==> config.mk <==
export PLATFORM = sky130hd
export DESIGN_NAME = sfh_host
export DESIGN_NICKNAME = d
export VERILOG_FILES = /design/src/design/sfh_pkg.sv /design/src/design/sfh_host.sv
export VERILOG_INCLUDE_DIRS = /design/src /design/src/design
export SDC_FILE = /design/constraint.sdc
export NUM_CORES = 1
export LEC_CHECK = 0
export BUFFER_PORTS_ARGS = -buffer_cell sky130_fd_sc_hd__buf_2
export CAP_MARGIN = 20
export CORE_UTILIZATION = 40
export CTS_CLUSTER_SIZE = 30
export DETAILED_ROUTE_END_ITERATION = 10
export SLEW_MARGIN = 25
export SYNTH_ARGS = -nofsm -noshare
export SYNTH_HDL_FRONTEND = slang
export SYNTH_SLANG_ARGS = --single-unit
==> constraint.sdc <==
create_clock -name pclk -period 3.36 [get_ports pclk]
set_input_delay 0.336 -clock pclk [delete_from_list [all_inputs] [get_ports pclk]]
set_output_delay 0.336 -clock pclk [all_outputs]
set_load 0.03 [all_outputs]
==> src/design/sfh_map.svh <==
// Register offsets, field positions, opcodes and timing counts of the flash host
`ifndef SFH_MAP_SVH
`define SFH_MAP_SVH
// APB register byte offsets
`define SFH_CTRL_OFS      12'h000
`define SFH_ADDR_OFS      12'h004
`define SFH_WDATA_OFS     12'h008
`define SFH_STATUS_OFS    12'h00C
`define SFH_RDATA_OFS     12'h010
// Control word fields; the last-byte flag is taken from writes to the write-data register
`define SFH_CTRL_GO_BIT   31
`define SFH_CTRL_LAST_BIT 30
`define SFH_CTRL_CMD_LSB  0
`define SFH_CTRL_CMD_MSB  3
`define SFH_CTRL_MODE_LSB 8
`define SFH_CTRL_MODE_MSB 15
// Status word fields
`define SFH_ST_BUSY_BIT   0
`define SFH_ST_WREQ_BIT   1
`define SFH_ST_CONT_BIT   2
// Flash opcodes
`define SFH_OP_WRITE_ENABLE_CMD       8'h06
`define SFH_OP_QREAD      8'hEB
`define SFH_OP_WRAP       8'h77
`define SFH_OP_PAGE_ERASE 8'h81
`define SFH_OP_SECT_ERASE 8'h20
`define SFH_OP_HALF_BLOCK 8'h52
`define SFH_OP_BLOCK      8'hD8
`define SFH_OP_CHIP       8'hC7
`define SFH_OP_PROG       8'h02
`define SFH_OP_RDSR       8'h05
`define SFH_OP_MODE_RST   8'hFF
// Continuous-read mode byte values
`define SFH_MODE_CONT     8'h20
`define SFH_MODE_EXIT     8'h00
// Wrap-off setting, W4 set
`define SFH_WRAP_OFF      8'h10
// Last divider count of a serial clock half period, which lasts 4 pclk cycles
`define SFH_HALF_DIV      4'h3
// Busy flag bit in device status
`define SFH_WIP_BIT       0
`endif

==> src/design/sfh_pkg.sv <==
// Types shared by the serial flash host controller
package sfh_pkg;
  typedef enum logic [3:0] {
    SFH_CMD_WRITE_ENABLE_CMD, SFH_CMD_QREAD, SFH_CMD_WRAP, SFH_CMD_PERASE, SFH_CMD_SERASE,
    SFH_CMD_HBERASE, SFH_CMD_BERASE, SFH_CMD_CERASE, SFH_CMD_PROG, SFH_CMD_RDSR,
    SFH_CMD_MRST
  } sfh_cmd_t;
  typedef enum logic [2:0] {
    SFH_IDLE, SFH_SHIFT, SFH_WAITDATA, SFH_READ, SFH_GAP
  } sfh_state_t;
  // Pins toward the flash, output enables low while driving
  typedef struct packed {
    logic       cs_n;
    logic       sck;
    logic [3:0] io_out;
    logic [3:0] io_oe_n;
  } sfh_pins_t;
endpackage : sfh_pkg

==> src/design/sfh_host.sv <==
// Serial flash host: APB command registers driving a quad serial NOR flash
//
// The register offsets and the APB register port were decided locally.
`timescale 1ns/1ns
`default_nettype none
`include "sfh_map.svh"
module sfh_host
  import sfh_pkg::*;
(
  // Clock and reset
  input  wire logic        pclk,
  input  wire logic        presetn,
  // APB slave
  input  wire logic        psel,
  input  wire logic        penable,
  input  wire logic        pwrite,
  input  wire logic [11:0] paddr,
  input  wire logic [31:0] pwdata,
  output logic      [31:0] prdata,
  output logic             pready,
  output logic             pslverr,
  // Flash pins
  output logic             flash_cs_n,
  output logic             flash_sck,
  output logic      [3:0]  flash_io_out,
  output logic      [3:0]  flash_io_oe_n,
  input  wire logic [3:0]  flash_io_in
);
  typedef struct packed {
    sfh_state_t  st;
    sfh_pins_t   pins;
    logic [3:0]  div;
    logic [55:0] sh;        // Outgoing bits, MSB first
    logic [6:0]  bits;      // Serial clocks left in this segment
    logic        quad;      // Segment shifted four bits per clock
    logic        quad_tail; // Address in quad mode follows opcode
    logic [3:0]  dummy;     // Quad dummy clocks left before data
    logic [31:0] addr;
    logic [7:0]  mode;
    logic [7:0]  wdata;
    logic        wvalid;    // Software has supplied next program byte
    logic        last;      // Pending program byte is the final one
    logic        done;      // No program byte follows; deselect at the next pause
    logic        cont;      // Device sits in continuous read
    logic [7:0]  rdata;
    logic [3:0]  rcnt;
    logic        sck_q;
    logic [3:0]  io_s1;
    logic [3:0]  io_s2;
  } sfh_regs_t;
  sfh_regs_t r, next_r;
  logic wr_acc, rd_acc;
  assign wr_acc = psel & penable & pwrite;
  assign rd_acc = psel & penable & ~pwrite;
  assign pready = 1'b1;
  assign pslverr = 1'b0;
  assign flash_cs_n = r.pins.cs_n;
  assign flash_sck = r.pins.sck;
  assign flash_io_out = r.pins.io_out;
  assign flash_io_oe_n = r.pins.io_oe_n;

  // Pack opcode, address and mode byte into the 56-bit shifter, MSB first
  function automatic logic [55:0] sfh_pack(input logic [7:0] op, input logic [23:0] a, input logic [7:0] m);
    sfh_pack = {op, a, m, 16'h0000};
  endfunction : sfh_pack

  // Register read mux
  always_comb begin
    prdata = 32'h0000_0000;
    unique case (paddr)
      `SFH_ADDR_OFS:   prdata = r.addr;
      `SFH_WDATA_OFS:  prdata = {24'h000000, r.wdata};
      `SFH_STATUS_OFS: prdata = {29'h0, r.cont, ~r.wvalid & ~r.done & (r.st != SFH_IDLE), r.st != SFH_IDLE};
      `SFH_RDATA_OFS:  prdata = {24'h000000, r.rdata};
      default:         prdata = 32'h0000_0000;
    endcase
  end

  // Next-state logic: command start, bit shifter, sampling
  always_comb begin
    sfh_cmd_t cmd;
    logic     rise, fall;
    next_r = r;
    cmd = sfh_cmd_t'(pwdata[`SFH_CTRL_CMD_MSB:`SFH_CTRL_CMD_LSB]);
    next_r.io_s1 = flash_io_in;
    next_r.io_s2 = r.io_s1;
    rise = 1'b0;
    fall = 1'b0;
    if (wr_acc && paddr == `SFH_ADDR_OFS) next_r.addr = pwdata;
    if (wr_acc && paddr == `SFH_WDATA_OFS) begin
      next_r.wdata = pwdata[7:0];
      next_r.wvalid = 1'b1;
      next_r.last = pwdata[`SFH_CTRL_LAST_BIT];
    end
    // Clock divider runs only while a segment is active
    if (r.st == SFH_SHIFT || r.st == SFH_READ) begin
      if (r.div == `SFH_HALF_DIV) begin
        next_r.div = 4'h0;
        next_r.pins.sck = ~r.pins.sck;
        rise = ~r.pins.sck;
        fall = r.pins.sck;
      end else begin
        next_r.div = r.div + 4'h1;
      end
    end
    unique case (r.st)
      SFH_IDLE: begin
        if (wr_acc && paddr == `SFH_CTRL_OFS && pwdata[`SFH_CTRL_GO_BIT]) begin
          next_r.pins.cs_n = 1'b0;
          next_r.pins.io_oe_n = 4'hE;
          next_r.quad = 1'b0;
          next_r.quad_tail = 1'b0;
          next_r.dummy = 4'h0;
          next_r.st = SFH_SHIFT;
          next_r.div = 4'h0;
          next_r.mode = pwdata[`SFH_CTRL_MODE_MSB:`SFH_CTRL_MODE_LSB];
          unique case (cmd)
            SFH_CMD_WRITE_ENABLE_CMD: begin next_r.sh = sfh_pack(`SFH_OP_WRITE_ENABLE_CMD, 24'h0, 8'h00); next_r.bits = 7'd8; end
            // Opcode only, deselect straight after
            SFH_CMD_CERASE: begin next_r.sh = sfh_pack(`SFH_OP_CHIP, 24'h0, 8'h00); next_r.bits = 7'd8; end
            SFH_CMD_MRST: begin next_r.sh = {56{1'b1}}; next_r.bits = 7'd8; end
            SFH_CMD_RDSR: begin next_r.sh = sfh_pack(`SFH_OP_RDSR, 24'h0, 8'h00); next_r.bits = 7'd8; end
            SFH_CMD_WRAP: begin next_r.sh = sfh_pack(`SFH_OP_WRAP, 24'h0, pwdata[23:16]); next_r.bits = 7'd40; end
            SFH_CMD_PERASE: begin
              next_r.sh = sfh_pack(`SFH_OP_PAGE_ERASE, {r.addr[23:8], 8'h00}, 8'h00);
              next_r.bits = 7'd32;
            end
            SFH_CMD_SERASE: begin next_r.sh = sfh_pack(`SFH_OP_SECT_ERASE, r.addr[23:0], 8'h00); next_r.bits = 7'd32; end
            SFH_CMD_HBERASE: begin next_r.sh = sfh_pack(`SFH_OP_HALF_BLOCK, r.addr[23:0], 8'h00); next_r.bits = 7'd32; end
            SFH_CMD_BERASE: begin next_r.sh = sfh_pack(`SFH_OP_BLOCK, r.addr[23:0], 8'h00); next_r.bits = 7'd32; end
            SFH_CMD_PROG: begin next_r.sh = sfh_pack(`SFH_OP_PROG, r.addr[23:0], 8'h00); next_r.bits = 7'd32; end
            default: begin // Quad read, opcode dropped in continuous mode
              next_r.mode = (pwdata[`SFH_CTRL_MODE_MSB:`SFH_CTRL_MODE_LSB] == `SFH_MODE_CONT) ?
                            `SFH_MODE_CONT : `SFH_MODE_EXIT;
              next_r.quad_tail = 1'b1;
              if (r.cont) begin
                next_r.sh = {r.addr[23:0], next_r.mode, 24'h000000};
                next_r.bits = 7'd8;
                next_r.quad = 1'b1;
                next_r.pins.io_oe_n = 4'h0;
                next_r.quad_tail = 1'b0;
              end else begin
                next_r.sh = sfh_pack(`SFH_OP_QREAD, 24'h0, 8'h00);
                next_r.bits = 7'd8;
              end
              next_r.dummy = 4'h4;
              next_r.cont = (next_r.mode == `SFH_MODE_CONT);
            end
          endcase
          if (cmd == SFH_CMD_MRST) next_r.cont = 1'b0;
          next_r.pins.io_out = {3'b000, next_r.sh[55]};
          if (next_r.quad) next_r.pins.io_out = next_r.sh[55:52];
          next_r.rcnt = (cmd == SFH_CMD_RDSR || cmd == SFH_CMD_QREAD) ? 4'h8 : 4'h0;
          next_r.wvalid = (cmd == SFH_CMD_PROG) ? 1'b0 : r.wvalid;
          // Only program frames wait for data bytes; all others end after their last segment, or after the read byte for status and quad reads
          next_r.done = (cmd != SFH_CMD_PROG);
        end
      end
      SFH_SHIFT: begin
        // Drive on falling edge, device samples on rising
        if (rise) next_r.bits = r.bits - 7'd1;
        if (fall) begin
          next_r.sh = r.quad ? {r.sh[51:0], 4'h0} : {r.sh[54:0], 1'b0};
          next_r.pins.io_out = r.quad ? r.sh[51:48] : {3'b000, r.sh[54]};
          if (r.bits == 7'd0) begin
            if (r.quad_tail) begin // Address and mode on four lines
              next_r.quad = 1'b1;
              next_r.quad_tail = 1'b0;
              next_r.pins.io_oe_n = 4'h0;
              next_r.sh = {r.addr[23:0], r.mode, 24'h000000};
              next_r.pins.io_out = r.addr[23:20];
              next_r.bits = 7'd8;
            end else if (r.rcnt != 4'h0) begin
              next_r.pins.io_oe_n = r.quad ? 4'hF : 4'hE;
              next_r.st = SFH_READ;
            end else begin
              next_r.st = SFH_WAITDATA;
              next_r.pins.sck = 1'b0;
            end
          end
        end
      end
      SFH_WAITDATA: begin
        // Program bytes stream in from software; deselect only after whole bytes
        if (r.done) begin
          next_r.pins.cs_n = 1'b1;
          next_r.pins.io_oe_n = 4'hF;
          next_r.st = SFH_GAP;
        end else if (r.wvalid) begin
          next_r.sh = {r.wdata, 48'h0};
          next_r.pins.io_out = {3'b000, r.wdata[7]};
          next_r.bits = 7'd8;
          // A byte written in this very cycle stays pending: set wins over clear
          next_r.wvalid = wr_acc && paddr == `SFH_WDATA_OFS;
          next_r.done = r.last;
          next_r.st = SFH_SHIFT;
        end
      end
      SFH_READ: begin
        if (r.dummy != 4'h0 && rise) next_r.dummy = r.dummy - 4'h1;
        else if (rise) begin
          next_r.rdata = r.quad ? {r.rdata[3:0], r.io_s2} : {r.rdata[6:0], r.io_s2[1]};
          next_r.rcnt = r.quad ? ((r.rcnt > 4'h4) ? r.rcnt - 4'h4 : 4'h0) : r.rcnt - 4'h1;
        end
        if (r.rcnt == 4'h0 && !r.pins.sck) begin
          next_r.pins.cs_n = 1'b1;
          next_r.st = SFH_GAP;
        end
      end
      SFH_GAP: begin
        next_r.pins.sck = 1'b0;
        next_r.st = SFH_IDLE;
      end
      default: next_r.st = SFH_IDLE;
    endcase
  end

  // State register
  always_ff @(posedge pclk or negedge presetn) begin
    if (!presetn) begin
      r <= '0;
      r.st <= SFH_IDLE;
      r.pins.cs_n <= 1'b1;
      r.pins.io_oe_n <= 4'hF;
    end else begin
      r <= next_r;
    end
  end

  // Checks
  a_cs_high_idle: assert property (@(posedge pclk) disable iff (!presetn)
    (r.st == SFH_IDLE) |-> flash_cs_n) else $error("chip select low while idle");
  a_busy_gap_ends: assert property (@(posedge pclk) disable iff (!presetn)
    (r.st == SFH_GAP) |=> (r.st == SFH_IDLE) && flash_cs_n) else $error("gap not one cycle");
  a_wait_deselect: assert property (@(posedge pclk) disable iff (!presetn)
    (r.st == SFH_WAITDATA && r.done) |=> flash_cs_n) else $error("no deselect after byte");
  a_mrst_clears: assert property (@(posedge pclk) disable iff (!presetn)
    (r.st == SFH_IDLE && wr_acc && paddr == `SFH_CTRL_OFS && pwdata[31] && pwdata[3:0] == 4'hA) |=> !r.cont)
    else $error("mode reset left continuous");
  a_sck_low_sel: assert property (@(posedge pclk) disable iff (!presetn)
    $fell(flash_cs_n) |-> !flash_sck) else $error("clock high at select");
  a_upper_off: assert property (@(posedge pclk) disable iff (!presetn)
    (r.st == SFH_SHIFT && !r.quad) |-> flash_io_oe_n[3:1] == 3'b111) else $error("upper lines driven");
  a_shift_sel: assert property (@(posedge pclk) disable iff (!presetn)
    (r.st == SFH_SHIFT) |-> !flash_cs_n) else $error("shift while deselected");
  a_pready_one: assert property (@(posedge pclk) disable iff (!presetn)
    psel |-> pready) else $error("slave stalled");
  c_prog: cover property (@(posedge pclk) disable iff (!presetn) r.st == SFH_WAITDATA ##1 r.st == SFH_SHIFT);
  c_read: cover property (@(posedge pclk) disable iff (!presetn) r.st == SFH_READ ##1 r.st == SFH_GAP);
  c_cont: cover property (@(posedge pclk) disable iff (!presetn) $rose(r.cont));
endmodule : sfh_host
`default_nettype wire

==> results.sh <==
export IMPL_cts_tree="done"
export IMPL_io_pins=97
export IMPL_overflow=0
export IMPL_clkTransAtPathRegs_ns=0.07
export IMPL_min_path_type="in -> reg"
export IMPL_synth_edf_count=0
export IMPL_rsz0062_at_grt="no"
export IMPL_crit_path_end_kind="flip-flop"
export IMPL_regToRegSetupSlack_ns=0.75
export IMPL_p_int_mw=4.80
export IMPL_die_area_sq_mm=0.0230
export IMPL_grt_pass1_wl_mm=40.4
export IMPL_drt_wl_total_mm=25.4
export IMPL_p_switching_mw=3.08
export IMPL_antenna_found_initial=3
export IMPL_wl_per_cell_microns=19.4
export IMPL_grt_max_degree=77
export IMPL_tns_ns=0
export IMPL_hold_path_startpoint="pwdata[26]"
export IMPL_cp_data_arrival_time_ns=2.97
export IMPL_cellPowerDensity_mw_per_mm2=763
export IMPL_r2r_cells=8
export IMPL_yosysUniqueCellTypes=83
export IMPL_rows=54
export IMPL_synth_area_sq_mm=0.00897
export IMPL_whs_path_depth=2
export IMPL_synth_flop_cell="dfrtp_1"
export IMPL_drive_above_1_share=0.242
export IMPL_die_height_microns=152
export IMPL_viasPerCell=5.84
export IMPL_via_count=7649
export IMPL_port_buffers=94
export IMPL_start_util=0.410
export IMPL_criticalPathCategory="reg -> reg"
export IMPL_gr_usage_all_layers=0.231
export IMPL_max_freq_mhz=383
export IMPL_worstPathRequired_ns=3.72
export IMPL_slew_violations=0
export IMPL_clock_latency_ns=0.44
export IMPL_fin_nets=1072
export IMPL_skew_ns=0.0147
export IMPL_report_final_hold_viol_count=0
export IMPL_syn_num_nets=1004
export IMPL_area_growth_pct=15.0
export IMPL_synth_seq_cells=155
export IMPL_yosysSeqAreaShare=0.433
export IMPL_status="finished clean"
export IMPL_gp_congestion=0.857
export IMPL_dp_hpwl_mm=17.6
export IMPL_grt_pass1_vias=7375
export IMPL_switching_share=0.391
export IMPL_r2r_end="r[125]$_DFFE_PN0P_"
export IMPL_min_to="r[67]$_DFFE_PN0P_"
export IMPL_post_cts_resized=0
export IMPL_p_clk_frac=0.260
export IMPL_syn_avg_cell_area_sq_um=9.50
export IMPL_fin_crit_sh=0.778
export IMPL_slew_headroom=0.505
export IMPL_placed_area_sq_mm=0.00964
export IMPL_period_needed_ns=2.61
export IMPL_cts_root_buf="clkbuf_16"
export IMPL_drv_cap=0
export IMPL_drt_iter0_drc=676
export IMPL_clk_path_buf_depth=2
export IMPL_htree_levels=4
export IMPL_vdd_ir_drop_max_uv=288
export IMPL_startpoint_type="flip-flop"
export IMPL_setup_violations=0
export IMPL_drc_errors=0
export IMPL_core_sq_mm=0.0219
export IMPL_p_leak_nw=4.76
export IMPL_crit_fanout=31
export IMPL_power_frac_comb=0.370
export IMPL_yosys_warnings=0
export IMPL_cts_made_buffers=17
export IMPL_syn_instance_count=944
export IMPL_timing_rr_start="r[142]$_DFF_PN0_"
export IMPL_worst_pin_slew_ns=0.742
export IMPL_seqPwrFrac=0.369
export IMPL_final_area_sq_mm=0.0103
export IMPL_die_width_microns=152
export IMPL_ys_async_sr_fraction=1.00
export IMPL_firstDrtPassIters=6
export IMPL_ant_nets=0
export IMPL_clock_sinks=155
==> how the worst max path moves through the flow <==
| stage | startpoint | to | slack [ns] | depth (start not counted) |
|---|---|---|---|---|
| 6_report | r[142]$_DFF_PN0_ | r[125]$_DFFE_PN0P_ | 0.75 | 8 |
| 3_5_place_dp | paddr[1] | r[53]$_DFFE_PN0P_ | 0.65 | 8 |
| 2_1_floorplan | r[142]$_DFF_PN0_ | r[138]$_DFFE_PN0P_ | 1.06 | 8 |
| 3_3_place_gp | paddr[1] | r[60]$_DFFE_PN0P_ | 0.74 | 8 |
| 4_1_cts | r[142]$_DFF_PN0_ | r[125]$_DFFE_PN0P_ | 0.76 | 8 |
| 5_1_grt | r[142]$_DFF_PN0_ | r[114]$_DFFE_PN0P_ | 0.56 | 8 |
==> power groups by stage <==
stage | clock network (mW) | registers [mW] | logic [mW]
3_3_place_gp | 0 | 2.92 | 2.86
2_1_floorplan | 0 | 2.71 | 2.40
4_1_cts | 2.09 | 2.90 | 2.92
6_report | 2.05 | 2.91 | 2.92
5_1_grt | 2.16 | 2.97 | 3.25
3_5_place_dp | 0 | 2.92 | 2.89
==> registers in the layout, summed over array words and instances, names as in the netlist <==
name	flops
flash_io_oe_n	2
r	143
flash_io_out	4
flash_cs_n	1
flash_sck	1
next_r	4
==> through the flow <==
stage               setup WS (ns)  hold slack, ns  cells  power (mW)   util
global placement            0.743           0.332   1268        5.78  0.441
floorplan                    1.06          0.0404    944        5.11      -
detailed placement          0.653           0.336   1268        5.82  0.441
global route                0.558           0.111   1309        8.38  0.472
CTS                         0.761           0.101   1305        7.90  0.471
finish                      0.747           0.110   1309        7.88  0.472
==> placed cells by master, fill, tap and decap left out, types with 7 or more instances in the layout <==
cell,count
o21ai_0,67
a221oi_1,16
clkbuf_16,17
nor3_1,9
mux2_1,10
nand2b_1,13
inv_1,20
mux2i_1,35
mux2_2,65
nand2_1,73
nor2b_1,10
dfrtp_1,151
buf_2,93
buf_4,27
o21ai_1,13
ha_1,7
nand3_1,18
and2_1,28
a21oi_1,55
a31oi_1,38
o22a_1,14
nor2_1,105
==> Yosys cell counts, types with 7 or more instances <==
master / instances / share of area
a21oi_1: 55 / 0.031
a221oi_1: 16 / 0.016
a31oi_1: 38 / 0.026
and2_1: 28 / 0.020
buf_2: 16 / 0.0089
buf_4: 19 / 0.016
clkbuf_1: 40 / 0.017
dfrtp_1: 152 / 0.42
ha_1: 7 / 0.0098
inv_1: 20 / 0.0084
mux2_1: 10 / 0.013
mux2_2: 65 / 0.082
mux2i_1: 35 / 0.039
nand2_1: 73 / 0.031
nand2b_1: 13 / 0.0091
nand3_1: 18 / 0.010
nor2_1: 105 / 0.044
nor2b_1: 11 / 0.0077
nor3_1: 9 / 0.0050
o21ai_0: 67 / 0.037
o21ai_1: 13 / 0.0073
o22a_1: 14 / 0.014
==> worst max-delay path, stage by stage (launching register included) <==
cell and delay (ns):
dfrtp_1 0.39, ha_1 0.17, nor3b_1 0.34, ha_1 0.31, and4bb_2 0.40, nor2b_2 0.20, buf_4 0.35, o21ai_0 0.17
a31oi_1 0.19
==> routing by layer <==
| metal | up-vias | wire, microns | global-route usage |
|---|---|---|---|
| met5 | - | 0 | 0 |
| met4 | 0 | 671 | 0.0970 |
| met3 | 42 | 1430 | 0.0356 |
| met2 | 270 | 11400 | 0.340 |
| met1 | 3783 | 11900 | 0.336 |
| li1 | 3554 | - | - |
==> what timing repair did <==
item	in CTS	in global routing
setup buffers	0	0
hold endpoints to repair	73	0
hold buffers	5	0
==> logic make-up (layout without fill, tap and decap cells) <==
| logic type | Yosys count | after routing | synth area share |
|---|---|---|---|
| and+or+nand+nor | 304 | 304 | 0.176 |
| AOI/OAI and AO/OA | 264 | 264 | 0.192 |
| DFF | 155 | 155 | 0.433 |
| muxes | 110 | 110 | 0.133 |
| buffers and inverters | 98 | 179 | 0.0520 |
| adders and majority gates | 7 | 7 | 0.00976 |
| xor gates and xnor gates | 4 | 4 | 0.00391 |
| other | 2 | 6 | 0.000837 |
==> layout make-up <==
class / instances / area, sq um
antenna: 4 / 10.0
clock buffer: 17 / 425
clock inverter: 15 / 194
fill: 2104 / 11600
inverter: 20 / 75.1
multi-input combinational: 691 / 4630
sequential: 155 / 3880
tap: 280 / 350
timing repair buffer: 127 / 749
Power figures use the tool's default switching activity.
